<file path="src/include/pesp_regs.svh">
/*
 Constants of the port 1 egress shaping and PHY control block: offsets, field positions, reset values and counts.
 Assumes inclusion by its bare name from the design module.
*/
// Overview of operation
// - Queue 3 rate code in bits 15:12.
// - Queue 2 rate code in bits 11:8.
// - Queue 1 rate code in bits 7:4.
// - Queue 0 rate code in bits 3:0.
// - Codes map zero unlimited, 64 Kbps..88 Mbps.
// - Shaping delays frames, never discards them.
// - At 10 Mbps, rates above ten unlimited.
// - Single queue mode limits only queue 0.
// - Cable test bit starts test, self clears.
// - Results valid while test bit reads zero.
// - Bits 14:13 report cable test outcome.
// - Bit 15 flags short under ten meters.
// - Bit 11 forces link pass.
// - Bit 10, reset one, disables power saving.
// - Bit 9 loops line back at PHY.
// - Control four bit 15 blanks indicators high.
// - Control four bit 14 disables transmitter.
// - Control four bit 13 restarts auto-negotiation.
// - Alias locations reach the same storage.
// - Gap option adds 12 bytes per frame.
// - Preamble option adds 8 bytes per frame.
`ifndef PESP_REGS_SVH
`define PESP_REGS_SVH
// ----------------------------------------------------------------
// Register offsets
// ----------------------------------------------------------------
`define PESP_OFS_SPECIAL  8'h00
`define PESP_OFS_CTRL4    8'h02
`define PESP_OFS_CTRL3    8'h06
`define PESP_OFS_EGRESS   8'h0A
`define PESP_OFS_PHY_VCT  8'h20
`define PESP_OFS_PHY_MODE 8'h22
// ----------------------------------------------------------------
// Field positions
// ----------------------------------------------------------------
`define PESP_SP_SHORT     15
`define PESP_SP_RES_HI    14
`define PESP_SP_RES_LO    13
`define PESP_SP_VCT_EN    12
`define PESP_SP_FORCE     11
`define PESP_SP_PWRSAVE   10
`define PESP_SP_LOOP      9
`define PESP_C4_LED_OFF   15
`define PESP_C4_TX_DIS    14
`define PESP_C4_AN_RST    13
`define PESP_C4_PDOWN     11
`define PESP_C3_IFG       1
`define PESP_C3_PRE       0
`define PESP_PV_VCT_EN    15
`define PESP_PV_RES_HI    14
`define PESP_PV_RES_LO    13
`define PESP_PV_SHORT     12
`define PESP_PM_FORCE     3
`define PESP_PM_PWRSAVE   2
`define PESP_PM_LOOP      1
// ----------------------------------------------------------------
// Reset values and counts
// ----------------------------------------------------------------
`define PESP_RST_PWRSAVE  1'h1
`define PESP_RST_RATE     16'h0000
`define PESP_CLK_KHZ      250000
`define PESP_IFG_BYTES    12
`define PESP_PRE_BYTES    8
`define PESP_TEN_MEG_KBPS 10000
`endif

</file>
<file path="src/include/pesp_pkg.sv">
/*
 Types shared by the port 1 egress shaping and PHY control block.
 Assumes the constants header is on the include path.
*/
package pesp_pkg;
  // Register port request, one cycle per strobe.
  typedef struct packed {
    logic [7:0]  addr;
    logic [15:0] wdata;
    logic        wr;
    logic        rd;
  } pesp_bus_t;
  // Frame start of one queue: pulse with the frame length in bytes.
  typedef struct packed {
    logic        start;
    logic [10:0] len;
  } pesp_frame_t;
  // Cable test progress.
  typedef enum logic {CBL_IDLE, CBL_RUN} pesp_cbl_t;
endpackage

</file>
<file path="src/logic/pesp_port_ctrl.sv">
/*
 Port 1 register bank: four-queue egress shaper, cable test control and PHY control bits.
 Assumes all inputs come from logic on clk_in; queues start a frame only while eligible.
*/
// The plain strobed port was decided locally.
`timescale 1ns/1ns
`include "pesp_regs.svh"
module pesp_port_ctrl #(
  parameter int BURST_BYTES = 1536
) (
  // Clock, reset, enable
  input  wire logic                      clk_in,
  input  wire logic                      rst_n_in,
  input  wire logic                      ce_in,
  // Register port
  input  wire pesp_pkg::pesp_bus_t       bus_in,
  output logic [15:0]                    rdata_out,
  // Link conditions
  input  wire logic                      speed_100_in,
  input  wire logic                      multi_queue_en_in,
  // Queues
  input  wire pesp_pkg::pesp_frame_t [3:0] frame_in,
  output logic [3:0]                     eligible_out,
  // Cable test engine
  output logic                           cable_start_out,
  input  wire logic                      cable_done_in,
  input  wire logic [1:0]                cable_result_in,
  input  wire logic                      cable_short_near_in,
  // PHY controls
  output logic                           force_link_out,
  output logic                           pwrsave_dis_out,
  output logic                           remote_loop_out,
  output logic                           tx_disable_out,
  output logic                           an_restart_out,
  output logic                           power_down_out,
  // Indicators
  input  wire logic [3:0]                port1_indicator_in,
  output logic [3:0]                     port1_indicator_out
);
  import pesp_pkg::*;

  localparam int          BYTE_ACC = `PESP_CLK_KHZ * 8;
  localparam logic [20:0] ACC_STEP = 21'(BYTE_ACC);
  localparam logic signed [15:0] BURST = 16'(BURST_BYTES);

  initial
  begin
    if (BURST_BYTES < 64 || BURST_BYTES > 16000)
      $error("BURST_BYTES out of range");
  end

  // ----------------------------------------------------------------
  // Functions
  // ----------------------------------------------------------------
  // Rate code to Kbps.
  function automatic logic [16:0] rate_kbps(input logic [3:0] code);
    unique case (code)
      4'h0: rate_kbps = 17'h00000;
      4'h1: rate_kbps = 17'd64;
      4'h2: rate_kbps = 17'd128;
      4'h3: rate_kbps = 17'd256;
      4'h4: rate_kbps = 17'd512;
      4'h5: rate_kbps = 17'd1000;
      4'h6: rate_kbps = 17'd2000;
      4'h7: rate_kbps = 17'd4000;
      4'h8: rate_kbps = 17'd8000;
      4'h9: rate_kbps = 17'd16000;
      4'hA: rate_kbps = 17'd32000;
      4'hB: rate_kbps = 17'd48000;
      4'hC: rate_kbps = 17'd64000;
      4'hD: rate_kbps = 17'd72000;
      4'hE: rate_kbps = 17'd80000;
      4'hF: rate_kbps = 17'd88000;
    endcase
  endfunction

  // Write strobe hit on one offset.
  function automatic logic wr_hit(input pesp_bus_t b, input logic [7:0] ofs);
    wr_hit = b.wr && (b.addr == ofs);
  endfunction

  // ----------------------------------------------------------------
  // Register storage
  // ----------------------------------------------------------------
  logic        force_link_reg;
  logic        pwrsave_dis_reg;
  logic        loop_reg;
  logic        led_off_reg;
  logic        tx_dis_reg;
  logic        an_rst_reg;
  logic        pdown_reg;
  logic        ifg_reg;
  logic        pre_reg;
  logic [15:0] rate_reg;
  logic [1:0]  result_reg;
  logic        short_reg;
  pesp_cbl_t   cbl_state_reg;
  logic        wr_sp;
  logic        wr_c4;
  logic        wr_pv;
  logic        wr_pm;
  logic        test_req;

  assign wr_sp = wr_hit(bus_in, `PESP_OFS_SPECIAL);
  assign wr_c4 = wr_hit(bus_in, `PESP_OFS_CTRL4);
  assign wr_pv = wr_hit(bus_in, `PESP_OFS_PHY_VCT);
  assign wr_pm = wr_hit(bus_in, `PESP_OFS_PHY_MODE);
  // A one at either alias starts a test; a zero never aborts one.
  assign test_req = (wr_sp && bus_in.wdata[`PESP_SP_VCT_EN])
                 || (wr_pv && bus_in.wdata[`PESP_PV_VCT_EN]);

  // Special control bits, reachable at the port offset and the PHY alias.
  always_ff @(posedge clk_in or negedge rst_n_in)
  begin
    if (!rst_n_in)
    begin
      force_link_reg  <= 1'h0;
      pwrsave_dis_reg <= `PESP_RST_PWRSAVE;
      loop_reg        <= 1'h0;
    end
    else if (ce_in && wr_sp)
    begin
      force_link_reg  <= bus_in.wdata[`PESP_SP_FORCE];
      pwrsave_dis_reg <= bus_in.wdata[`PESP_SP_PWRSAVE];
      loop_reg        <= bus_in.wdata[`PESP_SP_LOOP];
    end
    else if (ce_in && wr_pm)
    begin
      force_link_reg  <= bus_in.wdata[`PESP_PM_FORCE];
      pwrsave_dis_reg <= bus_in.wdata[`PESP_PM_PWRSAVE];
      loop_reg        <= bus_in.wdata[`PESP_PM_LOOP];
    end
  end

  // Control four bits 15:13 and 11; bit 12 and bits 10:0 are not kept here.
  always_ff @(posedge clk_in or negedge rst_n_in)
  begin
    if (!rst_n_in)
    begin
      led_off_reg <= 1'h0;
      tx_dis_reg  <= 1'h0;
      an_rst_reg  <= 1'h0;
      pdown_reg   <= 1'h0;
    end
    else if (ce_in && wr_c4)
    begin
      led_off_reg <= bus_in.wdata[`PESP_C4_LED_OFF];
      tx_dis_reg  <= bus_in.wdata[`PESP_C4_TX_DIS];
      an_rst_reg  <= bus_in.wdata[`PESP_C4_AN_RST];
      pdown_reg   <= bus_in.wdata[`PESP_C4_PDOWN];
    end
  end

  // Counting options and the egress rate codes.
  always_ff @(posedge clk_in or negedge rst_n_in)
  begin
    if (!rst_n_in)
    begin
      ifg_reg  <= 1'h0;
      pre_reg  <= 1'h0;
      rate_reg <= `PESP_RST_RATE;
    end
    else if (ce_in)
    begin
      if (wr_hit(bus_in, `PESP_OFS_CTRL3))
      begin
        ifg_reg <= bus_in.wdata[`PESP_C3_IFG];
        pre_reg <= bus_in.wdata[`PESP_C3_PRE];
      end
      if (wr_hit(bus_in, `PESP_OFS_EGRESS))
        rate_reg <= bus_in.wdata;
    end
  end

  // ----------------------------------------------------------------
  // Cable test
  // ----------------------------------------------------------------
  // A start request in the cycle of completion wins, so it is not lost.
  always_ff @(posedge clk_in or negedge rst_n_in)
  begin
    if (!rst_n_in)
    begin
      cbl_state_reg   <= CBL_IDLE;
      cable_start_out <= 1'h0;
      result_reg      <= 2'h0;
      short_reg       <= 1'h0;
    end
    else if (ce_in)
    begin
      cable_start_out <= 1'h0;
      unique case (cbl_state_reg)
        CBL_IDLE:
        begin
          if (test_req)
          begin
            cbl_state_reg   <= CBL_RUN;
            cable_start_out <= 1'h1;
          end
        end
        CBL_RUN:
        begin
          if (cable_done_in)
          begin
            result_reg <= cable_result_in;
            short_reg  <= cable_short_near_in;
            if (test_req)
              cable_start_out <= 1'h1;
            else
              cbl_state_reg <= CBL_IDLE;
          end
        end
      endcase
    end
  end

  // ----------------------------------------------------------------
  // Egress shaper
  // ----------------------------------------------------------------
  logic [16:0]        eff_kbps [4];
  logic [3:0]         limited;
  logic [20:0]        acc_reg  [4];
  logic [20:0]        acc_next [4];
  logic signed [15:0] credit_reg  [4];
  logic signed [15:0] credit_next [4];
  logic signed [15:0] overhead;

  // Gap and preamble bytes are charged to every frame when enabled.
  assign overhead = (ifg_reg ? 16'(`PESP_IFG_BYTES) : 16'h0000)
                  + (pre_reg ? 16'(`PESP_PRE_BYTES) : 16'h0000);

  // Effective rate per queue after the speed and queue-mode overrides.
  always_comb
  begin
    for (int q = 0; q < 4; q++)
    begin
      eff_kbps[q] = rate_kbps(rate_reg[q*4 +: 4]);
      if (!speed_100_in && eff_kbps[q] > 17'(`PESP_TEN_MEG_KBPS))
        eff_kbps[q] = 17'h00000;
      if (!multi_queue_en_in && q != 0)
        eff_kbps[q] = 17'h00000;
      limited[q] = (eff_kbps[q] != 17'h00000);
    end
  end

  // Token bucket: credit in bytes, one byte earned per ACC_STEP of rate sum.
  always_comb
  begin
    for (int q = 0; q < 4; q++)
    begin
      acc_next[q]    = acc_reg[q] + 21'(eff_kbps[q]);
      credit_next[q] = credit_reg[q];
      if (acc_next[q] >= ACC_STEP)
      begin
        acc_next[q]    = acc_next[q] - ACC_STEP;
        credit_next[q] = credit_next[q] + 16'h0001;
      end
      if (frame_in[q].start)
        credit_next[q] = credit_next[q] - 16'(frame_in[q].len) - overhead;
      if (credit_next[q] > BURST)
        credit_next[q] = BURST;
      if (!limited[q])
      begin
        acc_next[q]    = 21'h000000;
        credit_next[q] = BURST;
      end
    end
  end

  // Credit state; a debt only delays the queue, frames are never dropped.
  always_ff @(posedge clk_in or negedge rst_n_in)
  begin
    if (!rst_n_in)
    begin
      for (int q = 0; q < 4; q++)
      begin
        acc_reg[q]    <= 21'h000000;
        credit_reg[q] <= 16'h0000;
      end
    end
    else if (ce_in)
    begin
      for (int q = 0; q < 4; q++)
      begin
        acc_reg[q]    <= acc_next[q];
        credit_reg[q] <= credit_next[q];
      end
    end
  end

  // Eligibility is combinational so a code of zero releases a queue at once.
  always_comb
  begin
    for (int q = 0; q < 4; q++)
      eligible_out[q] = !limited[q] || (credit_reg[q] >= 16'sh0000);
  end

  // ----------------------------------------------------------------
  // PHY and indicator outputs
  // ----------------------------------------------------------------
  assign force_link_out  = force_link_reg;
  assign pwrsave_dis_out = pwrsave_dis_reg;
  assign remote_loop_out = loop_reg;
  assign tx_disable_out  = tx_dis_reg;
  assign power_down_out  = pdown_reg;

  // Restart pulse per written one; indicators blanked high from a flop.
  always_ff @(posedge clk_in or negedge rst_n_in)
  begin
    if (!rst_n_in)
    begin
      an_restart_out      <= 1'h0;
      port1_indicator_out <= 4'hF;
    end
    else if (ce_in)
    begin
      an_restart_out      <= wr_c4 && bus_in.wdata[`PESP_C4_AN_RST];
      port1_indicator_out <= led_off_reg ? 4'hF : port1_indicator_in;
    end
  end

  // ----------------------------------------------------------------
  // Read port
  // ----------------------------------------------------------------
  logic [15:0] rd_mux;

  // Unmapped offsets and reserved bits read zero.
  always_comb
  begin
    rd_mux = 16'h0000;
    unique case (bus_in.addr)
      `PESP_OFS_SPECIAL:
      begin
        rd_mux[`PESP_SP_SHORT]                    = short_reg;
        rd_mux[`PESP_SP_RES_HI:`PESP_SP_RES_LO]   = result_reg;
        rd_mux[`PESP_SP_VCT_EN]                   = (cbl_state_reg == CBL_RUN);
        rd_mux[`PESP_SP_FORCE]                    = force_link_reg;
        rd_mux[`PESP_SP_PWRSAVE]                  = pwrsave_dis_reg;
        rd_mux[`PESP_SP_LOOP]                     = loop_reg;
      end
      `PESP_OFS_CTRL4:
      begin
        rd_mux[`PESP_C4_LED_OFF] = led_off_reg;
        rd_mux[`PESP_C4_TX_DIS]  = tx_dis_reg;
        rd_mux[`PESP_C4_AN_RST]  = an_rst_reg;
        rd_mux[`PESP_C4_PDOWN]   = pdown_reg;
      end
      `PESP_OFS_CTRL3:
      begin
        rd_mux[`PESP_C3_IFG] = ifg_reg;
        rd_mux[`PESP_C3_PRE] = pre_reg;
      end
      `PESP_OFS_EGRESS: rd_mux = rate_reg;
      `PESP_OFS_PHY_VCT:
      begin
        rd_mux[`PESP_PV_VCT_EN]                 = (cbl_state_reg == CBL_RUN);
        rd_mux[`PESP_PV_RES_HI:`PESP_PV_RES_LO] = result_reg;
        rd_mux[`PESP_PV_SHORT]                  = short_reg;
      end
      `PESP_OFS_PHY_MODE:
      begin
        rd_mux[`PESP_PM_FORCE]   = force_link_reg;
        rd_mux[`PESP_PM_PWRSAVE] = pwrsave_dis_reg;
        rd_mux[`PESP_PM_LOOP]    = loop_reg;
      end
      default: rd_mux = 16'h0000;
    endcase
  end

  // Read data stand only in the cycle after the strobe.
  always_ff @(posedge clk_in or negedge rst_n_in)
  begin
    if (!rst_n_in)
      rdata_out <= 16'h0000;
    else if (ce_in)
      rdata_out <= bus_in.rd ? rd_mux : 16'h0000;
  end
endmodule

</file>
<file path="config.mk">
export PLATFORM = sky130hd
export DESIGN_NAME = pesp_port_ctrl
export DESIGN_NICKNAME = d
export VERILOG_FILES = /design/src/include/pesp_pkg.sv /design/src/logic/pesp_port_ctrl.sv
export VERILOG_INCLUDE_DIRS = /design/src /design/src/include
export SDC_FILE = /design/constraint.sdc
export NUM_CORES = 1
export LEC_CHECK = 0
export ABC_AREA = 1
export ABC_CLOCK_PERIOD_IN_PS = 6100
export BUFFER_PORTS_ARGS = -buffer_cell sky130_fd_sc_hd__clkbuf_2
export CAP_MARGIN = 30
export CORE_MARGIN = 5
export CORE_UTILIZATION = 57
export DETAILED_ROUTE_END_ITERATION = 12
export PLACE_DENSITY = 0.78
export SLEW_MARGIN = 20
export SYNTH_ARGS = -nofsm -noshare
export SYNTH_HDL_FRONTEND = slang
export SYNTH_SLANG_ARGS = --single-unit
export TNS_END_PERCENT = 1
</file>
<file path="constraint.sdc">
create_clock -name clk_in -period 6.1 [get_ports clk_in]
set_input_delay 0.61 -clock clk_in [delete_from_list [all_inputs] [get_ports clk_in]]
set_output_delay 0.61 -clock clk_in [all_outputs]
set_load 0.05 [all_outputs]
</file>
==> results of run 1 <==
-- how the worst min path moves through the flow --
stage	end	slack, ns	depth (start not counted)
2_1_floorplan	acc_reg[10]	0.31	0
3_3_place_gp	port1_indicator_out[2]	0.46	2
3_5_place_dp	port1_indicator_out[2]	0.46	2
4_1_cts	rate_reg[5]	0.26	1
5_1_grt	an_rst_reg	0.29	1
6_report	rdata_out[4]	0.23	1
-- worst register-to-register path: cells and delay by family, from the launching register on --
kind	cells	cell delay, ns
and+or+nand+nor	27	2.58
adders and majority gates	3	1.19
AOI/OAI and AO/OA	7	1.00
buffers and inverters	6	0.76
DFF	1	0.60
xor gates and xnor gates	2	0.37
-- cell type report --
type	count	area share [%]
repair buffers	592	15.79
clock inverters	9	0.2511
well taps	455	2.155
inverters	476	6.798
multi-input cells	2486	55.42
flip-flops and latches	187	17.77
clock buffers	23	1.810
-- metrics by stage --
stage / power [uW] / worst slack, ns / hold slack, ns
3_3_place_gp: 5484 / -0.7840 / 0.4593
6_report: 7380 / -0.5363 / 0.2289
2_1_floorplan: 4186 / -0.1102 / 0.3144
3_5_place_dp: 5608 / -0.9079 / 0.4649
4_1_cts: 6960 / -0.4540 / 0.2568
5_1_grt: 7940 / -0.9453 / 0.2891
-- synth_stat cells, drive strengths merged --
cell type  instances
a211oi             8
o211ai             6
o2111ai            2
a31oi              3
a221oi             1
o22ai             15
xor2              79
ha               169
nand4             32
or2               15
a2111oi            4
o22a               1
a22o              24
dfstp              5
and2              12
fa                20
nand2           1070
or4                1
a21oi            124
clkbuf            44
inv              465
nor4b              1
nor4               8
o21a               4
a311oi             2
nand3b            15
nor3b              3
nand3            242
a32o              15
buf               18
nor2             344
o21bai             9
a21o               5
o211a              1
clkinv            11
nor3              37
mux2               2
xnor2             23
o21ai            174
dfrtp            182
o32ai              1
o31ai              6
and3               4
-- what timing repair did --
item / CTS / global route
gates cloned: 4 / 0
setup endpoints to repair: 62 / 64
pin swaps: 30 / 125
setup buffers: 11 / 27
resized for setup: 79 / 235
-- routing by layer --
layer | vias up | global-route usage, % | wire (um)
met5 | - | 0 | 11
met2 | 825 | 56.03 | 32370
li1 | 11330 | - | -
met4 | 2 | 11.15 | 2278
met3 | 160 | 3.335 | 3721
met1 | 10950 | 41.41 | 27810
-- cell usage in the layout (no fill, tap or decap), types with 78 or more instances in the layout --
| master | count |
|---|---|
| sky130_fd_sc_hd__nor2_1 | 288 |
| sky130_fd_sc_hd__clkbuf_2 | 116 |
| sky130_fd_sc_hd__nand3_1 | 217 |
| sky130_fd_sc_hd__dfrtp_1 | 176 |
| sky130_fd_sc_hd__nand2_2 | 78 |
| sky130_fd_sc_hd__o21ai_0 | 140 |
| sky130_fd_sc_hd__ha_1 | 145 |
| sky130_fd_sc_hd__buf_4 | 473 |
| sky130_fd_sc_hd__nand2_1 | 980 |
| sky130_fd_sc_hd__a21oi_1 | 82 |
| sky130_fd_sc_hd__inv_1 | 432 |
-- kinds of logic after synthesis --
logic type	count (synthesis)	share of synthesized area [%]
compound gates	405	11.98
xor+xnor	102	4.669
fa+ha+maj	189	12.51
buf+inv	538	10.40
flops	187	23.31
mux	2	0.1120
simple gates	1784	37.01
-- power by group --
group	switching, uW	internal [uW]
Sequential	223	1430
Combinational	2620	1990
Clock	551	558
==> metrics.md, run 1 <==
| Metric | Value |
|---|---|
| Worst relative slew slack | 42.52% |
| Non-filler cells in the finished layout | 4,228 |
| Routability-driven placement congestion ratio | 1.024 |
| Count of hold-fix buffers inserted at cts | 0 |
| Overall die area | 39,120 um2 |
| CTS H-tree depth | 4 |
| Final-report hold violation count | 0 |
| Worst slew pin tran | 0.8544 ns |
| CP delay by family, top | simple AND/OR/NAND/NOR gates |
| Synth top area cells | sky130_fd_sc_hd__dfrtp_1 23%, sky130_fd_sc_hd__nand2_1 20%, sky130_fd_sc_hd__ha_1 11%, sky130_fd_sc_hd__inv_1 8.6%, sky130_fd_sc_hd__nor2_1 6.3% |
| Post-synthesis area per instance | 6.267 um2 |
| I/O pin count | 118 |
| CTS max path bufs | 2 |
| First-pass GRT wire length | 104,900 um |
| Syn Std Cell Area | 20,100 um2 |
| Detailed-route DRC error count | 0 |
| Highest-delay cell along the critical path | sky130_fd_sc_hd__dfrtp_1 |
| Data arrival time of the critical path | 6.98 ns |
| Flip-flop count of the largest register after layout | 72 |
| Top achievable clock speed | 150.7 MHz |
| Final-layout setup total negative slack | -23.22 ns |
| Initial core utilization | 57.90% |
| Number of warnings printed during yosys synthesis | 0 |
| Post-route minimum period | 6.636 ns |
| Total overflow reported by the global router | 0 |
| Element type at the critical path start | register |
| Worst setup slack for register-to-register paths | -0.54 ns |
| Startpoint of the most critical register-to-register path | rate_reg[10] |
| Detailed-router iteration count before antenna repair | 8 |
| Number of antenna violations at the first check in global routing | 1 |
| Area added between synthesis and finish | 31.41% |
| Standard cell area after detailed placement | 24,340 um2 |
| Worst min-delay path category | input port to async pin |
| Crit path largest cell delay | 0.60 ns |
| PwrDens | 279.4 nW/um2 |
| Total via count after detailed routing | 23,270 |
| Placed Instances | 4,154 |
| Origin of the worst setup path | rate_reg[10] |
| Area occupied by registers | 4693 um2 |
| Die height | 197.8 um |
| Critical path type | register to register |
| Multi-input combinational cell area | 14,640 um2 |
| Worst setup path end | credit_reg[22] |
| Violated checks | negative setup slack |
| Worst-case vdd ir drop | 0.0002573 V |
| TritonCTS clock tree | yes |
| Maximum number of pins on one net before global-route repair | 89 |
| Synth Net Count | 3,483 |
| Most Frequent Cell on Critical Path | sky130_fd_sc_hd__nand2_1 |
| Max cap viols | 0 |
| Number of library cell types mapped by synthesis | 63 |
| Routed Wire Length | 66,190 um |
| Total CTS buffers | 17 |
| Setup repair after global routing missed its margin | yes |
| Yosys reg bits | 187 |
| Reg-to-reg critical path endpoint | credit_reg[22] |
| Cell Rows | 68 |
| Tot GR Track Use | 32.06% |
| Via density per instance | 5.504 |
| Portion of the post-synthesis area used by sequential elements | 23.31% |
| Post-route ant nets | 0 |
| Filler Cells Inserted | 2,634 |
| Synthesized netlist cell count | 3,207 |
| Largest fanout of any net on the critical path | 9 |
| Total leakage power | 0.01425 uW |
| Final #Nets | 4,036 |
| Detailed placement HPWL | 50,250 um |
| Util after Layout | 76.08% |
| Clock input transition at the sequential cells of the worst setup and hold paths | 0.08 ns |
| Slew Viols, Final | 0 |
| Logic depth of the worst setup path including buffers | 45 |
| Fin crit share | 108.8% |
| Number of violations reported at the end of detailed-routing iteration 0 | 1,811 |
| Clk root buf | sky130_fd_sc_hd__clkbuf_16 |
| Final antenna diode count | 0 |
| Worst clock skew | 0.01281 ns |
| Worst endpoint required time | 6.45 ns |
| Setup crit end kind | register |
| Number of global-route vias before repair | 22,260 |
| Top-area cell type share of the netlist area | 22.66% |
| Count of buffers inserted at the top-level ports | 117 |
| Core Footprint | 34,710 um2 |
| Final worst-path setup slack | -0.5363 ns |
| Total of endpoints with negative setup slack in the final report | 58 |
| CP bufs+invs | 6 |
| Die X | 197.8 um |
| Worst Reg2Reg Path Length in Cells | 45 |
| Cell type with the highest aggregate area in the netlist | sky130_fd_sc_hd__dfrtp_1 |
| Wire length per cell | 15.65 um |
| Clock latency of the later-clocked register in the worst-skew pair | 0.45 ns |
| Result of the run | finished with violations |
| Layout cell share with drive strength beyond 1 | 25.89% |
| Final standard cell area without fillers | 26,410 um2 |
| Clock net sink count | 187 |
Power figures use the tool's default switching activity.
==> run 2, diff against run 1 <==
--- a/config.mk
+++ b/config.mk
@@ -11,9 +11,9 @@
 export BUFFER_PORTS_ARGS = -buffer_cell sky130_fd_sc_hd__clkbuf_2
 export CAP_MARGIN = 30
 export CORE_MARGIN = 5
-export CORE_UTILIZATION = 57
+export CORE_UTILIZATION = 40
 export DETAILED_ROUTE_END_ITERATION = 12
-export PLACE_DENSITY = 0.78
+export SETUP_SLACK_MARGIN = 0.5
 export SLEW_MARGIN = 20
 export SYNTH_ARGS = -nofsm -noshare
 export SYNTH_HDL_FRONTEND = slang
==> metrics.md, run 2 (synthesis results as in run 1) <==
| Metric | Value |
|---|---|
| Most heavily used metal layer in global routing | met2 |
| Detailed-router iteration count before antenna repair | 5 (-3) |
| Total CTS buffers | 17 (unchanged) |
| Non-filler cells in the finished layout | 4,474 (+5.8%) |
| I/O pin count | 118 (unchanged) |
| Worst relative slew slack | 39.05% (-3.5 points) |
| Switching Fraction | 43.88% (-2.1 points) |
| Layout cell share with drive strength beyond 1 | 24.67% (-1.2 points) |
| Startpoint of the most critical register-to-register path | rate_reg[9] |
| Worst-case vdd ir drop | 0.0002287 V (-11%) |
| Logic depth of the worst setup path including buffers | 47 (+4.4%) |
| CTS max path bufs | 2 (unchanged) |
| Largest fanout of any net on the critical path | 8 (-1) |
| Tot GR Track Use | 23.14% (-8.9 points) |
| Routed Wire Length | 63,590 um (-3.9%) |
| Flip-flop count of the largest register after layout | 72 (unchanged) |
| Worst endpoint required time | 6.48 ns (+0.03 ns) |
| Wire length per cell | 14.21 um (-9.2%) |
| Worst min-delay path category | input port to async pin |
| Met3 demand-to-capacity share in global routing | 2.966% (-0.37 points) |
| Detailed-route DRC error count | 0 (unchanged) |
| Count of buffers inserted at the top-level ports | 117 (unchanged) |
| Total leakage power | 0.01444 uW (+1.3%) |
| Violated checks | negative setup slack |
| Detailed placement HPWL | 49,430 um (-1.6%) |
| Clock latency of the later-clocked register in the worst-skew pair | 0.49 ns (+0.04 ns) |
| TritonCTS clock tree | yes |
| First-pass GRT wire length | 103,500 um (-1.3%) |
| Most Frequent Cell on Critical Path | sky130_fd_sc_hd__nand2_1 |
| Critical path type | register to register |
| Via density per instance | 4.930 (-10%) |
| CP delay by family, top | simple AND/OR/NAND/NOR gates |
| CP bufs+invs | 7 (+1) |
| Element type at the critical path start | register |
| Crit path largest cell delay | 0.48 ns (-0.12 ns) |
| Worst slew pin tran | 0.9143 ns (+0.05992 ns) |
| Slew Viols, Final | 0 (unchanged) |
| Most frequent standard cell in the layout excluding fill and tap cells | sky130_fd_sc_hd__nand2_1 |
| Multi-input combinational cell area | 14,220 um2 (-2.9%) |
| Area added between synthesis and finish | 32.44% |
| Clock net sink count | 187 (unchanged) |
| Area occupied by registers | 4693 um2 (unchanged) |
| Filler Cells Inserted | 5,016 (+90%) |
| Power spent charging and discharging nets | 3282 uW (-3.3%) |
| Highest-delay cell along the critical path | sky130_fd_sc_hd__fa_1 |
| Max cap viols | 0 (unchanged) |
| Setup repair after global routing missed its margin | yes |
| Number of global-route vias before repair | 20,830 (-6.4%) |
| Clock input transition at the sequential cells of the worst setup and hold paths | 0.08 ns (about the same) |
| Final #Nets | 4,065 (+0.72%) |
| Number of antenna violations at the first check in global routing | 0 (-1) |
| Fin crit share | 107.0% (-1.8 points) |
| Number of violations reported at the end of detailed-routing iteration 0 | 1,532 (-15%) |
| Worst clock skew | 0.01130 ns (-0.001508 ns) |
| CTS H-tree depth | 4 (unchanged) |
| Die height | 234.2 um (+18%) |
| Clk root buf | sky130_fd_sc_hd__clkbuf_16 |
| Setup crit end kind | register |
| Die X | 234.2 um (+18%) |
| Cell internal power dissipation | 4198 uW (+5.4%) |
| Initial core utilization | 40.23% (-18 points) |
| Top achievable clock speed | 153.3 MHz (+1.7%) |
| Post-route ant nets | 0 (unchanged) |
| Worst setup slack for register-to-register paths | -0.42 ns (+0.11 ns) |
| Total of endpoints with negative setup slack in the final report | 59 (+1.7%) |
| Comb pwr share | 61.6% (-0.9 points) |
| Top library cells by usage in the layout, fill and taps aside | 1,006 x sky130_fd_sc_hd__nand2_1, 499 x sky130_fd_sc_hd__buf_4, 442 x sky130_fd_sc_hd__inv_1, 304 x sky130_fd_sc_hd__nor2_1, 228 x sky130_fd_sc_hd__nand3_1 |
| Result of the run | finished with violations |
| Maximum number of pins on one net before global-route repair | 112 (+26%) |
| Final worst-path setup slack | -0.4249 ns (+0.1114 ns) |
| Post-route minimum period | 6.525 ns (-0.1114 ns) |
| Core Footprint | 49,970 um2 (+44%) |
| Overall die area | 54,830 um2 (+40%) |
| Relative contribution of sequential cells to total power | 22.1% (-0.3 points) |
| Placed Instances | 4,383 (+5.5%) |
| M2 GR Usage | 38.74% (-17 points) |
| PwrDens | 281.0 nW/um2 (+0.56%) |
| Routability-driven placement congestion ratio | 0.9345 (-8.7%) |
| Total overflow reported by the global router | 0 (unchanged) |
| Final-report hold violation count | 0 (unchanged) |
| Share of power burned in the clock network | 16.3% (+1.3 points) |
| Reg-to-reg critical path endpoint | credit_reg[27] |
| Smallest hold slack | 0.1789 ns (-0.04998 ns) |
| Final antenna diode count | 0 (unchanged) |
| Global routing usage on met1 | 31.33% (-10 points) |
| Worst Reg2Reg Path Length in Cells | 47 (+4.4%) |
| Data arrival time of the critical path | 6.90 ns (-0.08 ns) |
| Cell Rows | 82 (+21%) |
| Total via count after detailed routing | 22,060 (-5.2%) |
==> run 2: cell count changes in the layout (fill, tap and decap cells not counted), sizes merged <==
cell    delta
buf       +31
nand2      -2
clkinv     -2
bufinv     +3
inv        +5
clkbuf     -6
==> run 2: cell type report <==
class	instances	share of cell area, %
multi-input cells	2484	53.41
flip-flops and latches	187	17.63
repair buffers	623	16.75
inverters	476	6.750
well taps	672	3.159
clock buffers	17	1.598
clock inverters	15	0.7051
==> run 2: worst max path at each step <==
stage                            from  slack, ns        endpoint
final                     rate_reg[9]      -0.42  credit_reg[27]
after global routing      rate_reg[9]      -1.01  credit_reg[19]
after CTS                 rate_reg[9]      -0.39  credit_reg[19]
after detailed placement  rate_reg[4]      -0.67  credit_reg[45]
after global placement    rate_reg[4]      -0.72  credit_reg[35]
after floorplan           rate_reg[9]      -0.11  credit_reg[27]
==> run 2: timing repair <==
action	in CTS	in global routing
pin swaps	40	71
hold buffers	0	0
endpoints found under the setup margin	64	65
setup buffers	43	11
resized for setup	98	126
cloned	2	1
==> run 2: through the flow <==
stage               power (uW)  utilization [%]  cell area [um2]  setup TNS [ns]  worst slack [ns]
finish                    7480            53.28            26620          -17.90           -0.4249
global route              8144            53.28            26620          -54.43            -1.013
CTS                       7247            52.07            26020          -19.22           -0.3881
detailed placement        5672            49.48            24720          -29.78           -0.6742
global placement          5642            49.44            24700          -27.05           -0.7219
floorplan                 4186                -            20190          -3.617           -0.1102
==> run 2: per-layer routing <==
| layer | vias up | wire length, um | part of all wire [%] |
|---|---|---|---|
| li1 | 11410 | - | - |
| met1 | 10090 | 29730 | 47 |
| met2 | 463 | 29550 | 46 |
| met3 | 96 | 2652 | 4.2 |
| met4 | 0 | 1654 | 2.6 |
| met5 | - | 0 | 0 |
==> run 2: power groups by stage <==
stage,registers [uW],clock network (uW),logic (uW)
floorplan,1620,0,2570
global placement,1670,0,3980
detailed placement,1660,0,4010
CTS,1650,1240,4360
global route,1680,1300,5160
finish,1660,1220,4610
==> run 3, diff against run 2 <==
--- a/config.mk
+++ b/config.mk
@@ -10,9 +10,12 @@
 export ABC_CLOCK_PERIOD_IN_PS = 6100
 export BUFFER_PORTS_ARGS = -buffer_cell sky130_fd_sc_hd__clkbuf_2
 export CAP_MARGIN = 30
+export CELL_PAD_IN_SITES_DETAIL_PLACEMENT = 0
+export CELL_PAD_IN_SITES_GLOBAL_PLACEMENT = 1
 export CORE_MARGIN = 5
 export CORE_UTILIZATION = 40
 export DETAILED_ROUTE_END_ITERATION = 12
+export PLACE_DENSITY_LB_ADDON = 0.1
 export SETUP_SLACK_MARGIN = 0.5
 export SLEW_MARGIN = 20
 export SYNTH_ARGS = -nofsm -noshare
==> metrics.md, run 3 (synthesis results as in run 1) <==
| Metric | Value |
|---|---|
| Flip-flop count of the largest register after layout | 72 (unchanged) |
| Final antenna diode count | 0 (unchanged) |
| Setup repair after global routing missed its margin | yes |
| Util after Layout | 55.04% (+1.8 points) |
| Cell internal power dissipation | 4199 uW (about the same) |
| Worst endpoint required time | 6.49 ns (about the same) |
| Final-report hold violation count | 0 (unchanged) |
| Layout cell share with drive strength beyond 1 | 27.46% (+2.8 points) |
| Via density per instance | 4.980 (+1.0%) |
| Final standard cell area without fillers | 27,500 um2 (+3.3%) |
| Number of violations reported at the end of detailed-routing iteration 0 | 1,284 (-16%) |
| Initial core utilization | 40.23% (unchanged) |
| CTS max path bufs | 2 (unchanged) |
| Top achievable clock speed | 151.6 MHz (-1.1%) |
| Tot GR Track Use | 24.98% (+1.8 points) |
| Violated checks | negative setup slack |
| Total CTS buffers | 17 (unchanged) |
| Fin crit share | 108.1% (+1.2 points) |
| Setup crit end kind | register |
| Clock net sink count | 187 (unchanged) |
| Total leakage power | 0.01466 uW (+1.5%) |
| Cell Rows | 82 (unchanged) |
| Core Footprint | 49,970 um2 (unchanged) |
| Number of antenna violations at the first check in global routing | 0 (unchanged) |
| Most Frequent Cell on Critical Path | sky130_fd_sc_hd__buf_4 |
| Smallest hold slack | 0.1787 ns (-0.0002510 ns) |
| Detailed placement HPWL | 53,090 um (+7.4%) |
| Overall die area | 54,830 um2 (unchanged) |
| Standard cell area after detailed placement | 24,940 um2 (+0.89%) |
| Worst slew pin tran | 0.9228 ns (+0.008486 ns) |
| Crit path largest cell delay | 0.43 ns (-0.05 ns) |
| Post-route minimum period | 6.596 ns (+0.07066 ns) |
| Largest fanout of any net on the critical path | 5 (-3) |
| Total via count after detailed routing | 22,520 (+2.1%) |
| Worst setup slack for register-to-register paths | -0.50 ns (-0.07 ns) |
| Worst clock skew | 0.01273 ns (+0.001426 ns) |
| Post-route ant nets | 0 (unchanged) |
| Count of buffers inserted at the top-level ports | 117 (unchanged) |
| Critical path type | register to register |
| Worst relative slew slack | 37.97% (-1.1 points) |
| CTS H-tree depth | 4 (unchanged) |
| Data arrival time of the critical path | 6.98 ns (+0.08 ns) |
| Maximum number of pins on one net before global-route repair | 82 (-27%) |
| Clk root buf | sky130_fd_sc_hd__clkbuf_16 |
| Switching Fraction | 44.55% (+0.67 points) |
| Total Power | 7572 uW (+1.2%) |
| Share of power burned in the clock network | 15.8% (-0.5 points) |
| I/O pin count | 118 (unchanged) |
| Routability-driven placement congestion ratio | 0.9324 (-0.22%) |
| Routed Wire Length | 68,500 um (+7.7%) |
| Wire length per cell | 15.15 um (+6.6%) |
| Post-Place Setup Slack | -0.8087 ns (-0.1345 ns) |
| Total overflow reported by the global router | 0 (unchanged) |
| Number of global-route vias before repair | 22,110 (+6.1%) |
| Relative contribution of sequential cells to total power | 22.0% (about the same) |
| Filler Cells Inserted | 5,011 (-0.10%) |
| Detailed-route DRC error count | 0 (unchanged) |
| Clock input transition at the sequential cells of the worst setup and hold paths | 0.08 ns (about the same) |
| Worst-case vdd ir drop | 0.0002300 V (+0.56%) |
| Final worst-path setup slack | -0.4956 ns (-0.07066 ns) |
| Final #Nets | 4,112 (+1.2%) |
| Most frequent standard cell in the layout excluding fill and tap cells | sky130_fd_sc_hd__nand2_1 |
| Comb pwr share | 62.2% (+0.6 points) |
| Detailed-router iteration count before antenna repair | 5 (unchanged) |
| Result of the run | finished with violations |
| Max cap viols | 0 (unchanged) |
| Power spent charging and discharging nets | 3373 uW (+2.8%) |
| Clock latency of the later-clocked register in the worst-skew pair | 0.48 ns (about the same) |
| PwrDens | 275.4 nW/um2 (-2.0%) |
| Die height | 234.2 um (unchanged) |
| Highest-delay cell along the critical path | sky130_fd_sc_hd__dfrtp_2 |
| Area added between synthesis and finish | 36.82% |
| First-pass GRT wire length | 111,400 um (+7.6%) |
| Slew Viols, Final | 0 (unchanged) |
| Worst min-delay path category | input port to async pin |
| Element type at the critical path start | register |
| TritonCTS clock tree | yes |
| Total of endpoints with negative setup slack in the final report | 59 (unchanged) |
| Die X | 234.2 um (unchanged) |
| Top library cells by usage in the layout, fill and taps aside | 983 x sky130_fd_sc_hd__nand2_1, 540 x sky130_fd_sc_hd__buf_4, 439 x sky130_fd_sc_hd__inv_1, 287 x sky130_fd_sc_hd__nor2_1, 223 x sky130_fd_sc_hd__nand3_1 |
[run 3: repair_timing]
action	CTS	global route
endpoints found under the hold margin	0	0
endpoints found under the setup margin	64	65
hold buffers	0	0
setup buffers	64	10
pin swaps	102	57
resized for setup	228	97
gates cloned	4	0
[run 3: metal layers]
metal	GRT usage (%)	up-vias	routed length (um)
met3	3.063	71	2365
met5	0	-	0
met4	5.763	0	1290
met2	42.84	405	32510
met1	33.76	10560	32330
li1	-	11480	-
[run 3: final timing paths]
| check | end | from | cells after the start |
|---|---|---|---|
| worst max register to register | acc_reg[53] | rate_reg[5] | 47 |
| max in group asynchronous | rate_reg[10] | rst_n_in | 2 |
| worst max-delay path | acc_reg[53] | rate_reg[5] | 47 |
| worst min-delay path | ifg_reg | rst_n_in | 1 |
| worst min register to register | port1_indicator_out[2] | port1_indicator_out[2] | 2 |
| min in group clk_in | port1_indicator_out[0] | port1_indicator_in[0] | 3 |
[run 3: area by class of cell]
cell class | count | area [um2] | share of cell area [%]
repair buffers | 669 | 4851 | 17.64
inverters | 476 | 1799 | 6.543
clock inverters | 14 | 157.7 | 0.5733
flip-flops and latches | 187 | 4693 | 17.07
well taps | 672 | 840.8 | 3.057
clock buffers | 18 | 439.2 | 1.597
multi-input cells | 2485 | 14720 | 53.52
[run 3: power by group through the flow]
| stage | clock [uW] | sequential [uW] | combinational, uW |
|---|---|---|---|
| after floorplan | 0 | 1620 | 2570 |
| after global placement | 0 | 1670 | 3980 |
| after detailed placement | 0 | 1670 | 4040 |
| after CTS | 1230 | 1660 | 4560 |
| after global routing | 1270 | 1700 | 5280 |
| final | 1200 | 1660 | 4710 |
[run 3: metrics by stage]
step	TNS, ns	instances
finish	-16.10	4521
global route	-47.49	4521
CTS	-14.18	4510
detailed placement	-39.09	4410
global placement	-32.53	4409
floorplan	-3.617	3207
[run 3: worst max-delay path, delay by kind of cell, from the launching register on]
family                     cells  cell delay, ns
buffers and inverters         34            4.02
AOI/OAI and AO/OA              5            0.72
adders and majority gates      2            0.58
DFF                            1            0.43
xor gates and xnor gates       2            0.40
and+or+nand+nor                4            0.36
